<file path="src/include/fcd_pkg.sv">
// fcd_pkg: constants for the flash command sequencer (host side)
// assumes a parallel nor flash with separate chip, output and write enables
package fcd_pkg;
  localparam int ADDR_W = 20;
  localparam int DATA_W = 16;
  localparam int CLK_MHZ = 200;
  // strobe timing in ns, counts derived at the clock rate
  localparam int T_SETUP_NS = 35;
  localparam int T_PULSE_NS = 35;
  localparam int T_READ_NS  = 70;
  localparam int T_HOLD_NS  = 20;
  localparam int SETUP_CYC = (T_SETUP_NS * CLK_MHZ + 999) / 1000;
  localparam int PULSE_CYC = (T_PULSE_NS * CLK_MHZ + 999) / 1000;
  localparam int READ_CYC  = (T_READ_NS * CLK_MHZ + 999) / 1000;
  localparam int HOLD_CYC  = (T_HOLD_NS * CLK_MHZ + 999) / 1000;
  // cycles for read data to settle through the synchroniser
  localparam int SYNC_CYC  = 3;
  localparam int CNT_W = 8;
  // command data values
  localparam logic [7:0] D_UNLOCK1 = 8'haa;
  localparam logic [7:0] D_UNLOCK2 = 8'h55;
  localparam logic [7:0] D_IDENT   = 8'h90;
  localparam logic [7:0] D_PROGRAM = 8'ha0;
  localparam logic [7:0] D_ERASE   = 8'h80;
  localparam logic [7:0] D_CHIP    = 8'h10;
  localparam logic [7:0] D_SECTOR  = 8'h30;
  localparam logic [7:0] D_RESUME  = 8'h30;
  localparam logic [7:0] D_SUSPEND = 8'hb0;
  localparam logic [7:0] D_RESET   = 8'hf0;
  // unlock addresses on a10..a0 (word) or a10..a-1 (byte)
  localparam logic [11:0] A_WORD1 = 12'h555;
  localparam logic [11:0] A_WORD2 = 12'h2aa;
  localparam logic [11:0] A_BYTE1 = 12'haaa;
  localparam logic [11:0] A_BYTE2 = 12'h555;
  // identifier and protect-verify offsets
  localparam logic [11:0] A_ID_MFR   = 12'h000;
  localparam logic [11:0] A_ID_DEV   = 12'h001;
  localparam logic [11:0] A_PROT_WRD = 12'h002;
  localparam logic [11:0] A_PROT_BYT = 12'h004;
  localparam int SECT_LO = 12;
  localparam logic [7:0] PROT_YES = 8'h01;
  localparam logic [7:0] PROT_NO  = 8'h00;
  // host operation codes
  typedef enum logic [3:0] {
    FCD_OP_READ    = 4'h0,
    FCD_OP_RESET   = 4'h1,
    FCD_OP_PROGRAM = 4'h2,
    FCD_OP_CHIP_ER = 4'h3,
    FCD_OP_SECT_ER = 4'h4,
    FCD_OP_SUSPEND = 4'h5,
    FCD_OP_RESUME  = 4'h6,
    FCD_OP_ID_MFR  = 4'h7,
    FCD_OP_ID_DEV  = 4'h8,
    FCD_OP_PROT    = 4'h9,
    FCD_OP_HV_MFR  = 4'ha,
    FCD_OP_HV_DEV  = 4'hb,
    FCD_OP_HV_PROT = 4'hc
  } fcd_op_t;
endpackage : fcd_pkg

</file>
<file path="src/fcd_seq_rom.sv">
// fcd_seq_rom: registered table of bus cycles for each host operation
// assumes the caller holds op stable while stepping idx
`timescale 1ns/1ps
`default_nettype none
module fcd_seq_rom (
  input  wire logic             clock,
  input  wire logic             rst,
  input  wire fcd_pkg::fcd_op_t op,
  input  wire logic [2:0]       idx,
  input  wire logic             byte_mode,
  output logic      [2:0]       len,
  output logic      [11:0]      cyc_addr,
  output logic      [7:0]       cyc_data,
  output logic                  use_user_addr,
  output logic                  use_user_data
);
  import fcd_pkg::*;
  logic [11:0] u1;
  logic [11:0] u2;
  logic [2:0]  len_next;
  logic [11:0] addr_next;
  logic [7:0]  data_next;
  logic        ua_next;
  logic        ud_next;
  logic [7:0]  d [0:5];
  logic [11:0] a [0:5];

  always_comb begin
    u1 = byte_mode ? A_BYTE1 : A_WORD1;
    u2 = byte_mode ? A_BYTE2 : A_WORD2;
    d[0] = D_UNLOCK1; a[0] = u1;
    d[1] = D_UNLOCK2; a[1] = u2;
    d[2] = D_ERASE;   a[2] = u1;
    d[3] = D_UNLOCK1; a[3] = u1;
    d[4] = D_UNLOCK2; a[4] = u2;
    d[5] = D_CHIP;    a[5] = u1;
    len_next = 3'd0;
    ua_next  = 1'b0;
    ud_next  = 1'b0;
    case (op)
      FCD_OP_RESET: begin
        d[0] = D_RESET;
        len_next = 3'd1;
      end
      FCD_OP_SUSPEND: begin
        d[0] = D_SUSPEND;
        len_next = 3'd1;
      end
      FCD_OP_RESUME: begin
        d[0] = D_RESUME;
        len_next = 3'd1;
      end
      FCD_OP_PROGRAM: begin
        d[2] = D_PROGRAM;
        len_next = 3'd4;
        ua_next = (idx == 3'd3);
        ud_next = (idx == 3'd3);
      end
      FCD_OP_ID_MFR, FCD_OP_ID_DEV, FCD_OP_PROT: begin
        d[2] = D_IDENT;
        len_next = 3'd3;
      end
      FCD_OP_CHIP_ER: begin
        len_next = 3'd6;
      end
      FCD_OP_SECT_ER: begin
        d[5] = D_SECTOR;
        len_next = 3'd6;
        ua_next = (idx == 3'd5);
      end
      default: len_next = 3'd0;
    endcase
    addr_next = (idx < 3'd6) ? a[idx] : 12'h000;
    data_next = (idx < 3'd6) ? d[idx] : 8'h00;
  end

  always_ff @(posedge clock or posedge rst) begin
    if (rst) begin
      len           <= 3'd0;
      cyc_addr      <= 12'h000;
      cyc_data      <= 8'h00;
      use_user_addr <= 1'b0;
      use_user_data <= 1'b0;
    end else begin
      len           <= len_next;
      cyc_addr      <= addr_next;
      cyc_data      <= data_next;
      use_user_addr <= ua_next;
      use_user_data <= ud_next;
    end
  end
endmodule : fcd_seq_rom
`default_nettype wire

</file>
<file path="src/fcd_host.sv">
// fcd_host: host controller that issues command sequences to a nor flash
// assumes a device on the flash pins obeying the command set below
// Function
// - high voltage on a9 selects identifier reads
// - in-system identify via four-cycle 90h sequence
// - sector address on top bits for protect check
// - program: aa, 55, a0, then location/value
// - chip erase: six unlock writes ending 10h
// - sector erase: sixth write 30h at sector
// - unlock addresses 555/2aa word, aaa/555 byte
`timescale 1ns/1ps
`default_nettype none
module fcd_host (
  input  wire logic                          clock,
  input  wire logic                          rst,
  input  wire logic                          req_valid,
  output logic                               req_ready,
  input  wire fcd_pkg::fcd_op_t              req_op,
  input  wire logic [fcd_pkg::ADDR_W-1:0]    req_addr,
  input  wire logic [fcd_pkg::DATA_W-1:0]    req_data,
  input  wire logic                          byte_mode,
  output logic                               rsp_valid,
  output logic      [fcd_pkg::DATA_W-1:0]    rsp_data,
  output logic      [fcd_pkg::ADDR_W-1:0]    flash_addr,
  output logic                               flash_addr_lsb,
  output logic                               flash_ce_n,
  output logic                               flash_oe_n,
  output logic                               flash_we_n,
  output logic                               flash_byte_n,
  output logic                               id_high_voltage,
  output logic      [fcd_pkg::DATA_W-1:0]    flash_dq_out,
  output logic                               flash_dq_oe,
  input  wire logic [fcd_pkg::DATA_W-1:0]    flash_dq_in
);
  import fcd_pkg::*;

  typedef enum logic [2:0] {
    FCD_IDLE  = 3'b000,
    FCD_FETCH = 3'b001,
    FCD_WSET  = 3'b010,
    FCD_WPUL  = 3'b011,
    FCD_WHLD  = 3'b100,
    FCD_RSET  = 3'b101,
    FCD_RWAIT = 3'b110,
    FCD_DONE  = 3'b111
  } fcd_state_t;

  fcd_state_t             state_reg, state_next;
  fcd_op_t                op_reg, op_next;
  logic [ADDR_W-1:0]      addr_reg, addr_next;
  logic [DATA_W-1:0]      data_reg, data_next;
  logic [2:0]             idx_reg, idx_next;
  logic [CNT_W-1:0]       cnt_reg, cnt_next;
  logic                   bm_reg, bm_next;
  logic [DATA_W-1:0]      rsp_reg, rsp_next;
  logic [ADDR_W-1:0]      fa_reg, fa_next;
  logic                   fl_reg, fl_next;
  logic                   ce_reg, ce_next;
  logic                   oe_reg, oe_next;
  logic                   we_reg, we_next;
  logic                   hv_reg, hv_next;
  logic [DATA_W-1:0]      dq_reg, dq_next;
  logic                   dqe_reg, dqe_next;
  logic [DATA_W-1:0]      dq_s1, dq_s2, dq_s3;
  logic [2:0]             len;
  logic [11:0]            cyc_addr;
  logic [7:0]             cyc_data;
  logic                   use_ua;
  logic                   use_ud;
  logic                   is_read_op;
  logic [11:0]            rd_low;
  logic [ADDR_W:0]        rd_full;

  // rom fed next values so its registered output lines up with fetch
  fcd_seq_rom u_rom (
    .clock         (clock),
    .rst           (rst),
    .op            (op_next),
    .idx           (idx_next),
    .byte_mode     (bm_next),
    .len           (len),
    .cyc_addr      (cyc_addr),
    .cyc_data      (cyc_data),
    .use_user_addr (use_ua),
    .use_user_data (use_ud)
  );

  // pin input synchroniser, three stages
  always_ff @(posedge clock or posedge rst) begin
    if (rst) begin
      dq_s1 <= '0;
      dq_s2 <= '0;
      dq_s3 <= '0;
    end else begin
      dq_s1 <= flash_dq_in;
      dq_s2 <= dq_s1;
      dq_s3 <= dq_s2;
    end
  end

  always_comb begin
    is_read_op = (op_reg == FCD_OP_READ) || (op_reg == FCD_OP_ID_MFR) || (op_reg == FCD_OP_ID_DEV)
                 || (op_reg == FCD_OP_PROT) || (op_reg == FCD_OP_HV_MFR) || (op_reg == FCD_OP_HV_DEV)
                 || (op_reg == FCD_OP_HV_PROT);
    // identifier and protect offsets, a6 and a1 low for id
    case (op_reg)
      FCD_OP_ID_MFR, FCD_OP_HV_MFR: rd_low = A_ID_MFR;
      FCD_OP_ID_DEV, FCD_OP_HV_DEV: rd_low = bm_reg ? {A_ID_DEV[10:0], 1'b0} : A_ID_DEV;
      FCD_OP_PROT, FCD_OP_HV_PROT:  rd_low = bm_reg ? A_PROT_BYT : A_PROT_WRD;
      default:                      rd_low = 12'h000;
    endcase
    rd_full = {addr_reg, 1'b0};
    if (op_reg != FCD_OP_READ) begin
      // sector bits from the request, rest zero
      rd_full = {addr_reg[ADDR_W-1:SECT_LO], {SECT_LO{1'b0}}, 1'b0};
      rd_full[11:0] = bm_reg ? rd_low : {rd_low[10:0], 1'b0};
    end else if (bm_reg) begin
      rd_full = {addr_reg, 1'b0} >> 1;
    end
  end

  always_comb begin
    state_next = state_reg;
    op_next    = op_reg;
    addr_next  = addr_reg;
    data_next  = data_reg;
    idx_next   = idx_reg;
    cnt_next   = cnt_reg;
    bm_next    = bm_reg;
    rsp_next   = rsp_reg;
    fa_next    = fa_reg;
    fl_next    = fl_reg;
    ce_next    = ce_reg;
    oe_next    = oe_reg;
    we_next    = we_reg;
    hv_next    = hv_reg;
    dq_next    = dq_reg;
    dqe_next   = dqe_reg;
    case (state_reg)
      FCD_IDLE: begin
        if (req_valid) begin
          op_next    = req_op;
          addr_next  = req_addr;
          data_next  = req_data;
          bm_next    = byte_mode;
          idx_next   = 3'd0;
          state_next = FCD_FETCH;
        end
      end
      FCD_FETCH: begin
        // rom output valid now
        cnt_next = '0;
        if (idx_reg < len) begin
          // unlock address on a10..a0 or a10..a-1, upper bits zero
          fa_next = '0;
          fl_next = 1'b0;
          if (bm_reg) begin
            fa_next[10:0] = cyc_addr[11:1];
            fl_next       = cyc_addr[0];
          end else begin
            fa_next[10:0] = cyc_addr[10:0];
          end
          if (use_ua) begin
            fa_next = addr_reg;
          end
          dq_next    = use_ud ? data_reg : {8'h00, cyc_data};
          dqe_next   = 1'b1;
          ce_next    = 1'b0;
          state_next = FCD_WSET;
        end else if (is_read_op) begin
          {fa_next, fl_next} = rd_full;
          hv_next    = (op_reg == FCD_OP_HV_MFR) || (op_reg == FCD_OP_HV_DEV)
                       || (op_reg == FCD_OP_HV_PROT);
          ce_next    = 1'b0;
          oe_next    = 1'b0;
          state_next = FCD_RSET;
        end else begin
          state_next = FCD_DONE;
        end
      end
      FCD_WSET: begin
        cnt_next = cnt_reg + 1'b1;
        if (cnt_reg == CNT_W'(SETUP_CYC)) begin
          we_next    = 1'b0; // address taken at this falling edge
          cnt_next   = '0;
          state_next = FCD_WPUL;
        end
      end
      FCD_WPUL: begin
        cnt_next = cnt_reg + 1'b1;
        if (cnt_reg == CNT_W'(PULSE_CYC)) begin
          we_next    = 1'b1; // data taken at this rising edge
          cnt_next   = '0;
          state_next = FCD_WHLD;
        end
      end
      FCD_WHLD: begin
        cnt_next = cnt_reg + 1'b1;
        if (cnt_reg == CNT_W'(HOLD_CYC)) begin
          ce_next    = 1'b1;
          dqe_next   = 1'b0;
          idx_next   = idx_reg + 3'd1;
          state_next = FCD_FETCH;
        end
      end
      FCD_RSET: begin
        cnt_next = cnt_reg + 1'b1;
        if (cnt_reg == CNT_W'(READ_CYC)) begin
          cnt_next   = '0;
          state_next = FCD_RWAIT;
        end
      end
      FCD_RWAIT: begin
        // let data pass the synchroniser
        cnt_next = cnt_reg + 1'b1;
        if (cnt_reg >= CNT_W'(SYNC_CYC) && dq_s2 == dq_s3) begin
          rsp_next   = (op_reg == FCD_OP_READ) ? dq_s3 : {8'h00, dq_s3[7:0]};
          ce_next    = 1'b1;
          oe_next    = 1'b1;
          hv_next    = 1'b0;
          state_next = FCD_DONE;
        end
      end
      FCD_DONE: begin
        state_next = FCD_IDLE;
      end
      default: state_next = FCD_IDLE;
    endcase
  end

  always_ff @(posedge clock or posedge rst) begin
    if (rst) begin
      state_reg <= FCD_IDLE;
      op_reg    <= FCD_OP_READ;
      addr_reg  <= '0;
      data_reg  <= '0;
      idx_reg   <= 3'd0;
      cnt_reg   <= '0;
      bm_reg    <= 1'b0;
      rsp_reg   <= '0;
      fa_reg    <= '0;
      fl_reg    <= 1'b0;
      ce_reg    <= 1'b1;
      oe_reg    <= 1'b1;
      we_reg    <= 1'b1;
      hv_reg    <= 1'b0;
      dq_reg    <= '0;
      dqe_reg   <= 1'b0;
    end else begin
      state_reg <= state_next;
      op_reg    <= op_next;
      addr_reg  <= addr_next;
      data_reg  <= data_next;
      idx_reg   <= idx_next;
      cnt_reg   <= cnt_next;
      bm_reg    <= bm_next;
      rsp_reg   <= rsp_next;
      fa_reg    <= fa_next;
      fl_reg    <= fl_next;
      ce_reg    <= ce_next;
      oe_reg    <= oe_next;
      we_reg    <= we_next;
      hv_reg    <= hv_next;
      dq_reg    <= dq_next;
      dqe_reg   <= dqe_next;
    end
  end

  assign req_ready       = (state_reg == FCD_IDLE);
  assign rsp_valid       = (state_reg == FCD_DONE);
  assign rsp_data        = rsp_reg;
  assign flash_addr      = fa_reg;
  assign flash_addr_lsb  = fl_reg;
  assign flash_ce_n      = ce_reg;
  assign flash_oe_n      = oe_reg;
  assign flash_we_n      = we_reg;
  assign flash_byte_n    = ~bm_reg;
  assign id_high_voltage = hv_reg;
  assign flash_dq_out    = dq_reg;
  assign flash_dq_oe     = dqe_reg;
endmodule : fcd_host
`default_nettype wire

</file>
<file path="config.mk">
export PLATFORM = sky130hd
export DESIGN_NAME = fcd_host
export DESIGN_NICKNAME = d
export VERILOG_FILES = /design/src/include/fcd_pkg.sv /design/src/fcd_seq_rom.sv /design/src/fcd_host.sv
export SDC_FILE = /design/constraint.sdc
export NUM_CORES = 1
export LEC_CHECK = 0
export BUFFER_PORTS_ARGS = -buffer_cell sky130_fd_sc_hd__buf_2
export CORE_ASPECT_RATIO = 0.75
export CORE_MARGIN = 2
export CORE_UTILIZATION = 43
export CTS_BUF_LIST = sky130_fd_sc_hd__clkbuf_4 sky130_fd_sc_hd__clkbuf_8 sky130_fd_sc_hd__clkbuf_16
export DETAILED_ROUTE_END_ITERATION = 6
export PLACE_DENSITY = 0.71
export SLEW_MARGIN = 25
export SYNTH_ARGS = -nofsm -noshare
export SYNTH_HDL_FRONTEND = slang
export SYNTH_SLANG_ARGS = --single-unit
</file>
<file path="constraint.sdc">
create_clock -name clock -period 4.7 [get_ports clock]
set_input_delay 0.235 -clock clock [delete_from_list [all_inputs] [get_ports clock]]
set_output_delay 0.235 -clock clock [all_outputs]
set_load 0.02 [all_outputs]
</file>
==> run_results.csv <==
group,metric,value,unit
critical_path,r2r_start,"state_reg[2]",
timing,period_needed,2.89,ns
critical_path,cp.required,5.02,ns
logic_synthesis,synth-seq-cells,175,
finish,layout-drive-gt1-share,28.4,%
routing,met2_length,6960,µm
global_routing,antenna_found_initial,0,
critical_path,crit_arrival,3.21,ns
worst_hold_path,hold_start,"req_addr[5]",
logic_synthesis,synth-edff-count,0,
critical_path,endpoint_kind,"flip-flop",
routing,drt-initial-drc-count,324,
critical_path,endpoint,"u_rom.cyc_data[4]",
timing,fin_tns_setup,0,ns
routing,top_layer_used,"met4",
routing,wl_per_cell,15.7,µm
run,max-cap-violations,0,
clock_tree,cts_buffers,17,
global_routing,grt_pass1_wl,25800,µm
logic_synthesis,synth.area.top_cells,"dfrtp_1 (58%), mux2_2 (6.4%), nand2_1 (3.6%)",
logic_synthesis,yosysWarnings,0,
floorplan,rows,41,
clock_tree,clock_sinks,175,
routing,vias,5165,
timing,hold_viol,0,
routing,routed_wl,15700,µm
logic_synthesis,netlist_area,7370,µm²
floorplan,start_util,43.8,%
routing,drtAntennaViolNets,0,
routing,drc_errors,0,
critical_path,cp-startpoint,"state_reg[2]",
logic_synthesis,synth.area.mux_share,8.11,%
critical_path,crit_slowest_cell,"buf_4",
run_status,status,"completed",
critical_path,reg2reg_to,"u_rom.cyc_data[4]",
logic_synthesis,async_flop_share,100,%
clock_tree,cts-root-buf,"clkbuf_16",
power,p_leak,4.10,nW
logic_synthesis,synth-compound-area-share,13.6,%
clock_tree,clkTransAtPathRegs,0.07,ns
floorplan,die_w,155,µm
worst_hold_path,hp-class,"in -> reg",
timing,slew_headroom,35.0,%
logic_synthesis,yosys.area.top_type,"dfrtp_1",
critical_path,cp_max_fo,63,
critical_path,crit_path_frequent_cell,"mux2i_1",
power,vdd.ir_drop.worst,0.341,mV
timing,period_share,61.5,%
clock_tree,clock_latency,0.43,ns
placed_design,placed_cell_area,8150,µm²
logic_synthesis,synth_xor_area_share,2.14,%
timing,setup_viol,0,
finish,num-fill-cells,1472,
timing,max_freq,0.346,GHz
finish,fin_util,53.2,%
clock_tree,cts_tree,"built",
critical_path,critical_path_buf_inv_count,2,
global_routing,grt_max_degree,176,
clock_tree,htree_levels,4,
logic_synthesis,syn_nets,709,
global_routing,grt_pass1_vias,5060,
routing,viasPerCell,5.18,
floorplan,die-area,18200,µm²
clock_tree,postCtsSetupBuffers,0,
logic_synthesis,syn_avg_cell_area,11.5,µm²
timing,tightest_slew,0.972,ns
finish,area_delta_synth_final,21.4,%
placed_design,hpwlAfterDp,10100,µm
critical_path,cp-start-kind,"flip-flop",
critical_path,cp_cell_sequence,"nor4b_4, buf_4, mux2i_1, inv_2, mux2i_1, a21oi_1, a31o_2",
critical_path,ff2ff_path_depth,7,
finish,finalNetCount,838,
logic_synthesis,synth.distinct_cells,63,
critical_path,crit_family,"buffers and inverters",
floorplan,ios,121,
finish,finalInstanceArea,8950,µm²
logic_synthesis,synthSimpleGateAreaFrac,12.0,%
finish,n_antenna_cell,0,
floorplan,die_h,117,µm
critical_path,critPathMaxStageDelay,0.61,ns
timing,slew_violations,0,
logic_synthesis,yosysSeqAreaShare,59.5,%
placed_design,io_buffers,120,
routing,wl_met3,913,µm
power,power.density,639,nW/µm²
critical_path,cp.depth,7,
logic_synthesis,synth_commonest_cells,"dfrtp_1 (172), nand2_1 (71), o21ai_0 (49), mux2_2 (42), nor2_1 (38)",
routing,met1_length,7670,µm
logic_synthesis,synth_cells,641,
logic_synthesis,synth_top_area_share,58.4,%
timing,rsz0062_at_grt,"false",
logic_synthesis,synth_adder_area_share,1.36,%
logic_synthesis,synth_top_family_by_area,"compound AO/OA/AOI/OAI gates",
floorplan,core_region_area,16800,µm²
global_routing,gr-total-overflow,0,
logic_synthesis,synthMostInstantiatedCell,"dfrtp_1",
timing,clock_skew,0.0132,ns
logic_synthesis,ys.flop_type,"dfrtp_1",
global_routing,track_usage,17.9,%
routing,drtPass1Iterations,5,
placed_design,place.gp.congestion,0.782,
critical_path,path_class,"reg -> reg",
critical_path,rrSetupSlack,1.81,ns
clock_tree,clock_path_buffers,2,
power,fin_total_pwr,0.00572,W
==> cell families (layout without fill, tap and decap cells) <==
family | count (synthesis) | in the layout
xor gates and xnor gates | 18 | 18
AOI/OAI and AO/OA | 155 | 155
adders and majority gates | 8 | 8
buffers and inverters | 57 | 199
and+or+nand+nor | 174 | 174
muxes | 54 | 54
DFF | 175 | 175
==> cell type report <==
cell class              count  area [µm²]  area share, %
flip-flops and latches    175        4380           49.0
multi-input cells         409        2760           30.8
repair buffers            142         841           9.39
clock buffers              19         440           4.92
well taps                 215         269           3.01
clock inverters            13         164           1.83
inverters                  25        97.6           1.09
==> worst min-delay path, stage by stage <==
cell,delay (ns)
buf_2,0.08
nand2_1,0.03
o21ai_0,0.06
==> metrics by stage <==
step	hold slack, ns	setup WS [ns]	std cells
3_3_place_gp	0.332	1.93	948
6_report	0.0166	1.81	998
5_1_grt	0.00880	1.60	998
4_1_cts	0.00428	1.84	996
3_5_place_dp	0.335	1.85	948
2_1_floorplan	0.266	2.23	641
==> per-layer routing <==
metal / global-route usage (%) / vias to the layer above
li1: - / 2517
met1: 25.7 / 2517
met2: 26.8 / 122
met3: 5.84 / 9
met4: 3.61 / 0
met5: 0 / -
==> cells in the final DEF, fill, tap and decap left out, types with 2 or more instances in the layout <==
cell type / count
o2bb2ai_1: 8
buf_4: 3
a31o_2: 2
and4b_1: 2
nand2b_1: 12
nand3_1: 10
mux2_2: 42
dfstp_2: 3
inv_6: 4
nand3b_1: 5
clkinvlp_4: 2
and3_1: 3
a211oi_1: 2
a31oi_1: 11
ha_1: 8
a21oi_1: 32
dlygate4sd3_1: 17
dfrtp_1: 172
buf_2: 120
o21a_1: 2
o31ai_1: 5
o21ai_0: 49
nand2_1: 71
clkinv_8: 3
mux2i_1: 11
o22a_1: 11
xnor2_1: 18
inv_1: 23
a21o_1: 5
nor2b_1: 5
a22oi_1: 9
or4_4: 2
clkbuf_4: 2
nor2_1: 37
inv_8: 3
nor3_1: 8
o22ai_1: 3
and2_1: 3
nand4_1: 4
clkbuf_16: 17
==> repair_timing <==
item,4_1_cts,5_1_grt
hold buffers,16,1
setup endpoints to repair,0,0
hold endpoints to repair,16,35
resized for setup,0,0
==> worst min-delay path by stage <==
stage,end,slack [ns],cells after the start
global placement,dq_s2[0],0.33,0
detailed placement,dq_s2[1],0.33,0
floorplan,dq_s1[0],0.27,0
finish,addr_reg[5],0.02,3
CTS,addr_reg[7],0.004,3
global route,addr_reg[2],0.009,3
==> power by group <==
group          switching [W]  total [W]  internal, W
sequential          0.000363    0.00230      0.00194
combinational        0.00116    0.00199     0.000826
clock               0.000653    0.00143     0.000773
total                0.00218    0.00572      0.00354
Note: power is estimated with default switching activity, not from simulation.
